--- config.mk ---
export PLATFORM = sky130hd
export DESIGN_NAME = exception_priority_errcode
export DESIGN_NICKNAME = d
export VERILOG_FILES = /design/src/rtl/exc_prio_pkg.sv /design/src/rtl/exception_priority_errcode.sv
export SDC_FILE = /design/constraint.sdc
export NUM_CORES = 1
export LEC_CHECK = 0
export BUFFER_PORTS_ARGS = -buffer_cell sky130_fd_sc_hd__buf_2
export CORE_MARGIN = 1
export CORE_UTILIZATION = 50
export DETAILED_ROUTE_END_ITERATION = 16
export PLACE_DENSITY = 0.81
export SYNTH_ARGS = -nofsm -noshare
export SYNTH_HDL_FRONTEND = slang
export SYNTH_SLANG_ARGS = --single-unit
--- constraint.sdc ---
create_clock -name mclk_i -period 4.1 [get_ports mclk_i]
set_input_delay 0.41 -clock mclk_i [delete_from_list [all_inputs] [get_ports mclk_i]]
set_output_delay 0.41 -clock mclk_i [all_outputs]
set_load 0.01 [all_outputs]
--- src/rtl/exc_prio_pkg.sv ---
`default_nettype none
package exc_prio_pkg;
	// ----------------------------------------
	// priority ranks
	// ----------------------------------------
	localparam int NUM_RANKS = 15;
	typedef enum logic [3:0] {
		RANK_WARM_RESET = 4'h0,
		RANK_DBG_PREV = 4'h1,
		RANK_DBG_NEXT = 4'h2,
		RANK_FLUSH = 4'h3,
		RANK_SYS_MGMT = 4'h4,
		RANK_NMI = 4'h5,
		RANK_MASKABLE = 4'h6,
		RANK_FETCH_FAULT = 4'h7,
		RANK_DECODE_FAULT = 4'h8,
		RANK_WAIT_DNA = 4'h9,
		RANK_ESCAPE_DNA = 4'hA,
		RANK_FPU_ERR = 4'hB,
		RANK_SEG_FAULT = 4'hC,
		RANK_PAGE_FAULT = 4'hD,
		RANK_ALIGN = 4'hE,
		RANK_NONE = 4'hF
	} rank_t;

	// ----------------------------------------
	// exception kinds for error code
	// ----------------------------------------
	typedef enum logic [2:0] {
		KIND_DOUBLE = 3'h0,
		KIND_ALIGN = 3'h1,
		KIND_PAGE = 3'h2,
		KIND_TASK_SEG = 3'h3,
		KIND_NOT_PRESENT = 3'h4,
		KIND_STACK = 3'h5,
		KIND_GP = 3'h6,
		KIND_OTHER = 3'h7
	} fault_kind_t;

	// ----------------------------------------
	// error code fields
	// ----------------------------------------
	localparam int ERR_INDEX_LSB = 3;
	localparam int ERR_CAUSE_BIT = 2;
	localparam int ERR_ACCESS_BIT = 1;
	localparam int ERR_ORIGIN_BIT = 0;
	localparam logic [15:0] ERRCODE_RESET = 16'h0000;

	// ----------------------------------------
	// real-mode vectors
	// ----------------------------------------
	localparam logic [7:0] VEC_TABLE_OVERRUN = 8'h08;
	localparam logic [7:0] VEC_STACK_OVERRUN = 8'h0C;
	localparam logic [7:0] VEC_SEG_OVERRUN = 8'h0D;
	localparam logic [7:0] VEC_NONE = 8'h00;
endpackage
`default_nettype wire

--- src/rtl/exception_priority_errcode.sv ---
`default_nettype none
// Functional notes
// - warm reset outranks every other event
// - previous-instruction debug, then next-instruction breakpoints
// - cache flush after debug, before interrupts
// - system-management interrupt just below flush
// - non-maskable beats maskable at same boundary
// - maskable request competes only with enable set
// - fetch faults below interrupts, then decode faults
// - wait with task-switched and monitor raises rank nine
// - escape with emulate or task-switched raises rank ten
// - float error only with numeric error enable
// - segmentation faults rank below float errors
// - page faults next, alignment check lowest
// - one exception per execution attempt
// - faults restartable except straddling task segment switch
// - real mode never raises task segment, not-present, page
// - real mode vectors eight, twelve, thirteen are overruns
// - protected-mode listed exceptions push 16-bit code
// - double fault and alignment code all zero
// - page code: protection, write, user bits
module exception_priority_errcode (
	input wire logic mclk_i,
	input wire logic arst_n_i,
	input wire logic boundary_i,
	input wire logic protected_mode_i,
	input wire logic warm_reset_request_i,
	input wire logic dbg_prev_i,
	input wire logic dbg_next_i,
	input wire logic flush_n_i,
	input wire logic sys_mgmt_interrupt_n_i,
	input wire logic nmi_i,
	input wire logic maskable_irq_i,
	input wire logic irq_enable_flag_i,
	input wire logic fetch_fault_i,
	input wire logic [2:0] fetch_fault_kind_i,
	input wire logic decode_fault_i,
	input wire logic wait_instr_i,
	input wire logic float_escape_instr_i,
	input wire logic task_switched_flag_i,
	input wire logic monitor_coproc_flag_i,
	input wire logic emulate_coproc_flag_i,
	input wire logic numeric_error_enable_i,
	input wire logic fpu_unmasked_exc_i,
	input wire logic seg_fault_i,
	input wire logic [2:0] seg_fault_kind_i,
	input wire logic page_fault_i,
	input wire logic align_fault_i,
	input wire logic task_state_segment_straddle_i,
	input wire logic [12:0] sel_index_i,
	input wire logic table_indicator_i,
	input wire logic table_fault_i,
	input wire logic handler_invoke_i,
	input wire logic errcode_cause_bit_i,
	input wire logic errcode_access_bit_i,
	input wire logic errcode_origin_bit_i,
	output logic take_o,
	output logic [3:0] rank_o,
	output logic [7:0] real_vector_o,
	output logic errcode_push_o,
	output logic [15:0] errcode_o,
	output logic restartable_o
);
	// ----------------------------------------
	// input synchronisers
	// ----------------------------------------
	// async pins from the chipset; two flops before any logic
	localparam int NSYNC = 5;
	typedef struct packed {
		logic [1:0] rst_sync;
		logic [NSYNC-1:0] pin_s1;
		logic [NSYNC-1:0] pin_s2;
		logic take;
		logic [3:0] rank;
		logic [7:0] vec;
		logic push;
		logic [15:0] code;
		logic restart;
	} state_t;

	state_t st_r;
	state_t st_nxt;
	logic rst_n;
	assign rst_n = st_r.rst_sync[1];

	logic [NSYNC-1:0] pins;
	assign pins = {warm_reset_request_i, ~flush_n_i, ~sys_mgmt_interrupt_n_i, nmi_i, maskable_irq_i};
	logic warm_s, flush_s, sysmgmt_s, nmi_s, maskable_s;
	assign {warm_s, flush_s, sysmgmt_s, nmi_s, maskable_s} = st_r.pin_s2;

	// ----------------------------------------
	// arbitration
	// ----------------------------------------
	logic [exc_prio_pkg::NUM_RANKS-1:0] req;
	logic seg_kind_real_ok;
	logic fetch_kind_real_ok;
	always_comb begin
		// real mode suppresses task segment, not-present and page faults from either source
		seg_kind_real_ok = protected_mode_i
			|| !(seg_fault_kind_i inside {exc_prio_pkg::KIND_PAGE, exc_prio_pkg::KIND_TASK_SEG,
				exc_prio_pkg::KIND_NOT_PRESENT});
		fetch_kind_real_ok = protected_mode_i
			|| !(fetch_fault_kind_i inside {exc_prio_pkg::KIND_PAGE, exc_prio_pkg::KIND_TASK_SEG,
				exc_prio_pkg::KIND_NOT_PRESENT});
		req = '0;
		req[exc_prio_pkg::RANK_WARM_RESET] = warm_s;
		req[exc_prio_pkg::RANK_DBG_PREV] = dbg_prev_i;
		req[exc_prio_pkg::RANK_DBG_NEXT] = dbg_next_i;
		req[exc_prio_pkg::RANK_FLUSH] = flush_s;
		req[exc_prio_pkg::RANK_SYS_MGMT] = sysmgmt_s;
		req[exc_prio_pkg::RANK_NMI] = nmi_s;
		req[exc_prio_pkg::RANK_MASKABLE] = maskable_s && irq_enable_flag_i;
		req[exc_prio_pkg::RANK_FETCH_FAULT] = fetch_fault_i && fetch_kind_real_ok;
		req[exc_prio_pkg::RANK_DECODE_FAULT] = decode_fault_i;
		req[exc_prio_pkg::RANK_WAIT_DNA] = wait_instr_i && task_switched_flag_i && monitor_coproc_flag_i;
		req[exc_prio_pkg::RANK_ESCAPE_DNA] = float_escape_instr_i
			&& (emulate_coproc_flag_i || task_switched_flag_i);
		req[exc_prio_pkg::RANK_FPU_ERR] = fpu_unmasked_exc_i && numeric_error_enable_i;
		req[exc_prio_pkg::RANK_SEG_FAULT] = seg_fault_i && seg_kind_real_ok;
		req[exc_prio_pkg::RANK_PAGE_FAULT] = page_fault_i && protected_mode_i;
		req[exc_prio_pkg::RANK_ALIGN] = align_fault_i;
	end

	// lowest index wins; one winner only, the rest stay at their sources
	logic [3:0] win;
	always_comb begin
		win = exc_prio_pkg::RANK_NONE;
		for (int i = exc_prio_pkg::NUM_RANKS - 1; i >= 0; i--) begin
			if (req[i]) begin
				win = 4'(i);
			end
		end
	end

	// ----------------------------------------
	// error code and vector
	// ----------------------------------------
	logic [2:0] kind;
	logic [15:0] code;
	logic push;
	logic [7:0] vec;
	always_comb begin
		kind = exc_prio_pkg::KIND_OTHER;
		if (win == exc_prio_pkg::RANK_FETCH_FAULT) begin
			kind = fetch_fault_kind_i;
		end else if (win == exc_prio_pkg::RANK_SEG_FAULT) begin
			kind = seg_fault_kind_i;
		end else if (win == exc_prio_pkg::RANK_PAGE_FAULT) begin
			kind = exc_prio_pkg::KIND_PAGE;
		end else if (win == exc_prio_pkg::RANK_ALIGN) begin
			kind = exc_prio_pkg::KIND_ALIGN;
		end
		push = protected_mode_i && (kind != exc_prio_pkg::KIND_OTHER);
		code = exc_prio_pkg::ERRCODE_RESET;
		if (kind == exc_prio_pkg::KIND_PAGE) begin
			code[exc_prio_pkg::ERR_CAUSE_BIT] = errcode_cause_bit_i;
			code[exc_prio_pkg::ERR_ACCESS_BIT] = errcode_access_bit_i;
			code[exc_prio_pkg::ERR_ORIGIN_BIT] = errcode_origin_bit_i;
		end else if (kind inside {exc_prio_pkg::KIND_TASK_SEG, exc_prio_pkg::KIND_NOT_PRESENT,
				exc_prio_pkg::KIND_STACK, exc_prio_pkg::KIND_GP}) begin
			code[15:exc_prio_pkg::ERR_INDEX_LSB] = sel_index_i;
			code[exc_prio_pkg::ERR_ORIGIN_BIT] = handler_invoke_i;
			if (table_fault_i) begin
				code[exc_prio_pkg::ERR_ACCESS_BIT] = 1'b1;
			end else begin
				code[exc_prio_pkg::ERR_CAUSE_BIT] = table_indicator_i;
			end
		end
		if (!push) begin
			code = exc_prio_pkg::ERRCODE_RESET;
		end
		// real mode overruns reuse vectors 8, 12, 13
		vec = exc_prio_pkg::VEC_NONE;
		if (!protected_mode_i && win == exc_prio_pkg::RANK_SEG_FAULT) begin
			if (seg_fault_kind_i == exc_prio_pkg::KIND_STACK) begin
				vec = exc_prio_pkg::VEC_STACK_OVERRUN;
			end else if (seg_fault_kind_i == exc_prio_pkg::KIND_DOUBLE) begin
				vec = exc_prio_pkg::VEC_TABLE_OVERRUN;
			end else begin
				vec = exc_prio_pkg::VEC_SEG_OVERRUN;
			end
		end
	end

	// ----------------------------------------
	// state update
	// ----------------------------------------
	always_comb begin
		st_nxt = st_r;
		st_nxt.rst_sync = {st_r.rst_sync[0], 1'b1};
		st_nxt.pin_s1 = pins;
		st_nxt.pin_s2 = st_r.pin_s1;
		st_nxt.take = 1'b0;
		if (boundary_i && win != exc_prio_pkg::RANK_NONE) begin
			st_nxt.take = 1'b1;
			st_nxt.rank = win;
			st_nxt.vec = vec;
			st_nxt.push = push;
			st_nxt.code = code;
			// straddling task segment switch cannot be undone
			st_nxt.restart = !task_state_segment_straddle_i;
		end
		if (!rst_n) begin
			st_nxt.take = 1'b0;
			st_nxt.rank = exc_prio_pkg::RANK_NONE;
			st_nxt.vec = exc_prio_pkg::VEC_NONE;
			st_nxt.push = 1'b0;
			st_nxt.code = exc_prio_pkg::ERRCODE_RESET;
			st_nxt.restart = 1'b1;
		end
	end

	always_ff @(posedge mclk_i or negedge arst_n_i) begin
		if (!arst_n_i) begin
			st_r <= '0;
			st_r.rank <= exc_prio_pkg::RANK_NONE;
			st_r.restart <= 1'b1;
		end else begin
			st_r <= st_nxt;
		end
	end

	assign take_o = st_r.take;
	assign rank_o = st_r.rank;
	assign real_vector_o = st_r.vec;
	assign errcode_push_o = st_r.push;
	assign errcode_o = st_r.code;
	assign restartable_o = st_r.restart;
endmodule
`default_nettype wire

# Word level (Yosys, flattened, before mapping)
# Cells that the tools add are included.
# W data, S select, Z words.
[op_classes]
muxes = 30
n_eq_ne = 19
n_reduce_logical = 22
bitwise_logic = 2
[ops]
columns = ["cell", "n"]
rows = [
  ["$mux W31", 2],
  ["$mux W4", 15],
  ["$mux W16", 2],
  ["$mux W3", 7],
  ["$eq A3 B2 Y1 const B", 6],
  ["$eq A3 B3 Y1 const B", 6],
  ["$mux W13", 1],
  ["$eq A4 B4 Y1 const B", 3],
  ["$logic_and A1 B1 Y1", 11],
  ["$reduce_bool A3 Y1", 2],
  ["$eq A4 B3 Y1 const B", 1],
  ["$logic_not A1 Y1", 4],
  ["$ne A4 B4 Y1 const B", 1],
  ["$reduce_bool A4 Y1", 1],
  ["$logic_not A3 Y1", 1],
  ["$logic_or A1 B1 Y1", 3],
  ["$mux W1", 3],
  ["$ne A3 B3 Y1 const B", 1],
  ["$ne A2 B1 Y1 const B", 1],
  ["$not A1 Y1", 2],
]
[word_totals]
reg_bits = 43
wordCells = 82

# Longest topological paths before layout
# Gate-level depths: netlist (run 1).
[logic_depth]
ltp_word = 30
mapped_depth = 10

# Least setup slack after synthesis (run 1)
# Ideal clock, no wire load.
[synth_path]
kind = "input to register"
from = "input task_switched_flag_i"
to = "register st_r, in the netlist errcode_o[10]"
path_stages = 8
slack_ns = 1.745
t_arrival_ns = 2.236
path_cell_list = "o21a_1 > nand3b_1 > or4b_4 > a211oi_2 > a211oi_4 > xor2_2 > buf_6 > o21ai_2"
[synth_via]
elab_chain_len = 25
word_cells_on_any_way = 39
[synth_rtl]
columns = ["element", "line", "source"]
rows = [
  ["start, declared", "exception_priority_errcode.sv:40", "input wire logic task_switched_flag_i,"],
  ["$logic_or A1 B1 Y1", "exception_priority_errcode.sv:117", "&& (emulate_coproc_flag_i || task_switched_flag_i);"],
  ["$logic_and A1 B1 Y1", "exception_priority_errcode.sv:117", ""],
  ["$mux W4", "exception_priority_errcode.sv:129", "if (req[i]) begin"],
  ["$mux W4 * (10 in a row)", "exception_priority_errcode.sv:129", ""],
  ["$eq A4 B4 Y1", "exception_priority_errcode.sv:150", "end else if (win == exc_prio_pkg::RANK_ALIGN) begin"],
  ["$mux W3", "exception_priority_errcode.sv:150", ""],
  ["$mux W3", "exception_priority_errcode.sv:148", "end else if (win == exc_prio_pkg::RANK_PAGE_FAULT) begin"],
  ["$mux W3", "exception_priority_errcode.sv:146", "end else if (win == exc_prio_pkg::RANK_SEG_FAULT) begin"],
  ["$mux W3", "exception_priority_errcode.sv:144", "if (win == exc_prio_pkg::RANK_FETCH_FAULT) begin"],
  ["$eq A3 B2 Y1 / $eq A3 B3 Y1 (equally long branches)", "exception_priority_errcode.sv:159", "end else if (kind inside {exc_prio_pkg::KIND_TASK_SEG, exc_prio_pkg::KIND_NOT_PRESENT,"],
  ["$reduce_bool A4 Y1", "exception_priority_errcode.sv:159", ""],
  ["$mux W16", "exception_priority_errcode.sv:159", ""],
  ["$mux W13", "exception_priority_errcode.sv:155", "if (kind == exc_prio_pkg::KIND_PAGE) begin"],
  ["$mux W16", "exception_priority_errcode.sv:169", "if (!push) begin"],
  ["$mux W31", "exception_priority_errcode.sv:194", "if (boundary_i && win != exc_prio_pkg::RANK_NONE) begin"],
  ["$mux W31", "exception_priority_errcode.sv:203", "if (!rst_n) begin"],
  ["end signal, assigned", "exception_priority_errcode.sv:219", "st_r <= st_nxt;"],
  ["end, declared", "exception_priority_errcode.sv:81", "state_t st_r;"],
]
# Mark *: on every way between the ends. The rest lies on a longest branch, timed or not. The select of a mux whose other input is x is not followed.
# A chain may end at the register's enable or synchronous reset.

# Worst setup path after layout (run 1)
[layout_path]
from = "register st_r, in the netlist req[0]"
to = "register st_r, in the netlist errcode_o[2]"
[layout_via]
elab_chain_len = 13
word_cells_on_any_way = 25
[layout_rtl]
columns = ["element", "line"]
rows = [
  ["$mux W4 *", "exception_priority_errcode.sv:129"],
  ["$eq A4 B4 Y1", "exception_priority_errcode.sv:150"],
  ["$mux W3", "exception_priority_errcode.sv:150"],
  ["$mux W3", "exception_priority_errcode.sv:148"],
  ["$mux W3", "exception_priority_errcode.sv:146"],
  ["$mux W3", "exception_priority_errcode.sv:144"],
  ["$eq A3 B2 Y1 / $eq A3 B3 Y1 (equally long branches)", "exception_priority_errcode.sv:159"],
  ["$reduce_bool A4 Y1", "exception_priority_errcode.sv:159"],
  ["$mux W16", "exception_priority_errcode.sv:159"],
  ["$mux W3", "exception_priority_errcode.sv:155"],
  ["$mux W16", "exception_priority_errcode.sv:169"],
  ["$mux W31", "exception_priority_errcode.sv:194"],
  ["$mux W31", "exception_priority_errcode.sv:203"],
]
# Marked as above.

==> results of run 1 <==
[layer usage]
| layer | track usage, % | wire, um |
|---|---|---|
| met3 | 5.729 | 360 |
| met2 | 37.76 | 2002 |
| met1 | 28.23 | 1783 |
| met5 | 0 | 0 |
| met4 | 8.424 | 72 |
[report_power, final]
part / internal [mW] / switching [mW]
clock: 0.135 / 0.132
sequential: 0.388 / 0.00621
combinational: 0.0397 / 0.0610
[kinds of logic after synthesis]
family / after synthesis / synth area share, %
AO/OA/AOI/OAI: 58 / 22.92
XOR/XNOR: 2 / 1.253
buffers and inverters: 20 / 5.447
flip-flops: 38 / 47.90
multiplexers: 1 / 0.5010
other: 2 / 0.3758
AND/OR/NAND/NOR: 82 / 21.60
[registers in the layout, summed over array words and instances (netlist names)]
register	flops
take_o	1
restartable_o	1
rank_o	4
rst_n	1
req	2
maskable_s	1
flush_s	1
real_vector_o	3
nmi_s	1
st_nxt	6
errcode_push_o	1
errcode_o	16
[per-stage QoR]
stage | power [mW] | cells | setup WS [ps] | instance area [sq um]
6_report | 0.7617 | 328 | 1251 | 2480
3_3_place_gp | 0.5001 | 320 | 1174 | 2385
4_1_cts | 0.7671 | 328 | 1237 | 2480
2_1_floorplan | 0.4553 | 207 | 1745 | 2013
3_5_place_dp | 0.5016 | 320 | 1136 | 2385
5_1_grt | 0.8002 | 328 | 984.2 | 2480
[path summary, 6_finish.rpt]
path,from,end,cells past startpoint
hold / removal,arst_n_i,errcode_o[5],1
setup reg to reg,req[0],errcode_o[2],8
max in group asynchronous,arst_n_i,req[4],1
hold reg to reg,st_nxt[35],req[0],0
min in group mclk_i,nmi_i,st_nxt[32],1
setup / recovery,req[0],errcode_o[2],8
[placed cells by master (no fill, tap or decap), drive strengths merged, types with 2 or more instances in the layout]
cell,instances
a211oi,4
nand2,28
nor2,11
nor2b,3
dfrtp,33
a21oi,7
a22oi,3
conb,6
o211ai,4
xor2,2
dfstp,5
o41ai,2
nor3,2
nand3,19
nand3b,2
buf,77
or2,5
nand2b,2
a31oi,2
a31o,2
clkbuf,6
o21ai,23
or3b,2
inv,8
[synth_stat cells, types with 2 or more instances]
cell,instances,area (sq um)
or2_2,4,25.02
o21ai_2,10,87.58
nand2_1,27,101.4
clkbuf_1,2,7.510
a21oi_1,6,30.03
o211ai_1,4,30.03
nor2b_1,3,18.77
nor3_1,2,10.01
conb_1,2,7.510
o21ai_0,9,45.04
buf_4,6,45.04
a211oi_2,3,37.54
o41ai_1,2,17.52
nand3_1,19,95.09
nand2b_1,2,12.51
inv_1,8,30.03
nor2_1,10,37.54
o21ai_1,4,20.02
nand3b_1,2,15.01
a22oi_1,3,22.52
buf_2,3,15.01
dfrtp_1,33,825.8
dfstp_2,5,131.4
or3b_1,2,17.52
[worst max-delay path, delay by kind of cell (launching register included)]
| kind | cells | cell delay [ps] |
|---|---|---|
| buffers and inverters | 1 | 190 |
| flip-flops | 1 | 420 |
| AO/OA/AOI/OAI | 3 | 400 |
| AND/OR/NAND/NOR | 4 | 1770 |
[final cells by class]
class                      instances  area [sq um]
clock buffer                       6         82.58
multi-input combinational        149         947.2
tap                               48         60.06
clock inverter                     2         12.51
fill                             329          1264
sequential                        38         957.2
inverter                           8         30.03
timing repair buffer              77         390.4
==> reports/results.txt, run 1 <==
status -> finished, final reports clean
syn avg cell area -> 9.843 sq um
post-route ant nets -> 0
crit-path max cell delay -> 610 ps
CTS clk-pin slew, worst paths -> 70 ps
Overflow after GRT -> 0
core area -> 0.003744 sq mm
hpwl dp -> 3.236 mm
Total Nets Final -> 329
Tmin final -> 2849 ps
setup slack, reg-to-reg -> 1250 ps
RSZ-0062 raised after global routing -> false
distinct cell type count after synthesis -> 56
global-route usage over all layers -> 22.66%
CP arrival -> 3070 ps
CTS hold repair buffers -> 0
post-CTS resize count -> 0
# port buffers -> 75
clk sinks -> 38
drt via density -> 5.348
vias in the first global route -> 1725
MaxCap Viol Count -> 0
Synth Flop Type -> dfrtp_1
CP max-delay cell -> and2_1
Pre-antenna DRT Iters -> 6
DRC -> 0
FF+latch count, synth -> 38
Clock Tree Root -> clkbuf_8
critical-path cell list -> nor4_2 > or4b_4 > nand2b_1 > o21ai_1 > buf_4 > and2_1 > a22oi_1 > o21ai_1
f_max -> 0.3510 GHz
Ant. Diodes -> 0
initial DRC count -> 88
CTS tree -> built
initial antenna violation count -> 0
synthesis-to-finish area growth -> 24.11%
global-route wire length before repair -> 7.362 mm
worst-path maximum fanout -> 20
Die Y -> 65.22 um
final setup fails -> 0
Leak -> 1.183 nW
sequential area share after synthesis -> 47.90%
Worst-Skew Late Latency -> 290 ps
synthesized instance count -> 203
largest net degree at the start of global routing -> 39
Slew headroom -> 47.75%
CP Data Required Time -> 4320 ps
VDD IR-drop max -> 0.2031 mV
startpoint types -> flip-flop
Final Util -> 66.24%
Initial Util -> 53.38%
Die Width -> 65.22 um
critical path class -> flip-flop to flip-flop
Vias -> 1754
Post-CTS Setup Bufs -> 0
fin crit share -> 69.49%
total CTS buffers -> 5
most used cell, CP -> o21ai_1
Final Slew Violations -> 0
type of the worst min-delay path -> input pin to asynchronous set/reset pin
Row Count -> 22
Final Wtd Congestion -> 0.8630
final wirelength -> 4.219 mm
pwr/cell area -> 307.1 mW/mm^2
post-synthesis async set-or-reset flop share -> 100.0%
hold_ws -> 197.0 ps
Synth Cell Area -> 0.001998 sq mm
Die Footprint -> 0.004253 sq mm
CTS H-tree lvls -> 2
drt wl/cell -> 12.86 um
Ys Warns -> 0
clock skew -> 8.955 ps
layout cells sized above 1 -> 42.50%
clk buf depth -> 2
Worst Setup End Kind -> flip-flop
setup TNS -> 0 ps
Slew @ Worst Pin -> 783.8 ps
final hold violation count -> 0
number of enable flip-flop cells after synthesis -> 0
# IOs -> 81
(Power assumes the default switching activity.)
==> run 2: changes to the inputs <==
- CORE_UTILIZATION: 50 -> 43
- PLACE_DENSITY: 0.81 -> 0.74
- clock period: 4.1 -> 2.33 ns (I/O delays scaled with it)
==> reports/results.txt, run 2 (synthesized netlist as in run 1, its figures left out) <==
status -> finished, violations left
failing checks -> negative setup slack
DRC -> 0 (unchanged)
max reg flops -> 16 (unchanged)
MaxCap Viol Count -> 0 (unchanged)
global-route wire length before repair -> 7.955 mm (+8.1%)
most frequent cells in the layout -> buf_2, dfrtp_1, nand2_1, buf_4, nand3_1
core area -> 0.004414 sq mm (+18%)
hold_ws -> 20.05 ps (-177.0 ps)
FILL cells -> 381 (+16%)
# IOs -> 81 (unchanged)
Initial Util -> 45.27% (-8.1 points)
Pre-antenna DRT Iters -> 4 (-2)
leading cell type in the layout, fill and taps excluded -> buf_2
synthesis-to-finish area growth -> 42.89%
Total Nets Final -> 359 (+9.1%)
CTS hold repair buffers -> 0 (unchanged)
VDD IR-drop max -> 0.3536 mV (+74%)
Overflow after GRT -> 0 (unchanged)
clk buf depth -> 2 (unchanged)
Clock Tree Root -> clkbuf_8
total CTS buffers -> 5 (unchanged)
global-route usage over all layers -> 20.59% (-2.1 points)
final hold violation count -> 0 (unchanged)
worst-path maximum fanout -> 8 (-60%)
post-route ant nets -> 0 (unchanged)
Die Y -> 70.17 um (+7.6%)
Die Width -> 70.17 um (+7.6%)
final wirelength -> 4.958 mm (+18%)
dpl ws -> -232.8 ps (-1368 ps)
initial DRC count -> 53 (-40%)
clk sinks -> 38 (unchanged)
Leak -> 1.364 nW (+15%)
Vias -> 1882 (+7.3%)
CTS clk-pin slew, worst paths -> 80 ps (about the same)
initial antenna violation count -> 0 (unchanged)
setup TNS -> -468.9 ps (-468.9 ps)
layout cells sized above 1 -> 51.29% (+8.8 points)
Tmin final -> 2377 ps (-471.9 ps)
non-filler cells, final -> 362 (+10%)
Worst Setup End Kind -> flip-flop
f_max -> 0.4207 GHz (+20%)
CP arrival -> 2560 ps (-510 ps)
fin crit share -> 102.0% (+33 points)
clock skew -> 8.251 ps (-0.7042 ps)
final setup fails -> 14 (+14)
CP Data Required Time -> 2510 ps (-1810 ps)
# port buffers -> 75 (unchanged)
Die Footprint -> 0.004924 sq mm (+16%)
startpoint types -> flip-flop
CTS H-tree lvls -> 2 (unchanged)
hpwl dp -> 3.682 mm (+14%)
Row Count -> 24 (+9.1%)
Final Wtd Congestion -> 0.9275 (+7.5%)
Slew headroom -> 46.48% (-1.3 points)
CTS tree -> built
pwr/cell area -> 489.4 mW/mm^2 (+59%)
Worst-Skew Late Latency -> 290 ps (about the same)
critical path class -> flip-flop to flip-flop
Cells after DPL -> 352 (+10%)
drt via density -> 5.199 (-2.8%)
Final Slew Violations -> 0 (unchanged)
RSZ-0062 raised after global routing -> true
vias in the first global route -> 1780 (+3.2%)
worst setup margin -> -47.28 ps (-1298 ps)
Slew @ Worst Pin -> 802.8 ps (+19.02 ps)
largest net degree at the start of global routing -> 39 (unchanged)
Ant. Diodes -> 0 (unchanged)
type of the worst min-delay path -> input pin to asynchronous set/reset pin
drt wl/cell -> 13.70 um (+6.5%)
==> run 2: changes by cell type in the layout (fill, tap and decap cells not counted), sizes merged <==
cell | previous run | this run
buf | 77 | 106
clkbuf | 6 | 7
==> run 2: per-layer routing <==
metal  track usage [%]  part of all wire (%)  vias to the layer above
li1                  -                     -                      932
met1             27.17                    44                      881
met2             33.12                    49                       60
met3             4.329                   5.3                        9
met4             8.222                   1.7                        0
met5                 0                     0                        -
==> run 2: worst paths after layout <==
kind,depth (start not counted),start,endpoint,slack (ps)
setup / recovery,7,req[0],errcode_o[10],-50
hold / removal,1,arst_n_i,errcode_o[3],20
setup reg to reg,7,req[0],errcode_o[10],-50
hold reg to reg,0,st_nxt[35],req[0],350
max in group asynchronous,1,arst_n_i,flush_s,1740
min in group mclk_i,1,warm_reset_request_i,st_nxt[35],50
==> run 2: critical path: stages (launching register included) <==
cell	delay, ps
dfrtp_1	410
nor4_4	330
or4b_4	570
a211oi_2	350
a211oi_4	110
xor2_4	230
clkbuf_16	200
o21ai_2	60
==> run 2: final cells by class <==
type / count / area (sq um) / share of cell area (%)
Timing Repair Buffer: 107 / 669.4 / 23.44
Tap cell: 52 / 65.06 / 2.279
Clock buffer: 6 / 82.58 / 2.892
Clock inverter: 2 / 12.51 / 0.4382
Inverter: 8 / 32.53 / 1.139
Multi-Input combinational cell: 149 / 1035 / 36.24
Sequential cell: 38 / 958.4 / 33.57
==> run 2: repair_timing <==
item / CTS / global route
pin swaps: 0 / 6
buffers inserted: 0 / 1
endpoints found under the setup margin: 20 / 20
resized for setup: 4 / 16
cloned: 0 / 1
==> run 2: power by group <==
group          switching [mW]  internal (mW)  leakage (nW)
Sequential             0.0101          0.682         0.484
Combinational           0.128          0.111         0.833
Clock                   0.228          0.238        0.0472
==> run 2: per-stage QoR <==
step                instance area (sq um)  power (mW)  utilization [%]
finish                               2855       1.397            64.68
global route                         2855       1.469            64.68
CTS                                  2748       1.398            62.24
detailed placement                   2625      0.9249            59.47
global placement                     2625      0.9206            59.47
floorplan                            2013      0.8012                -
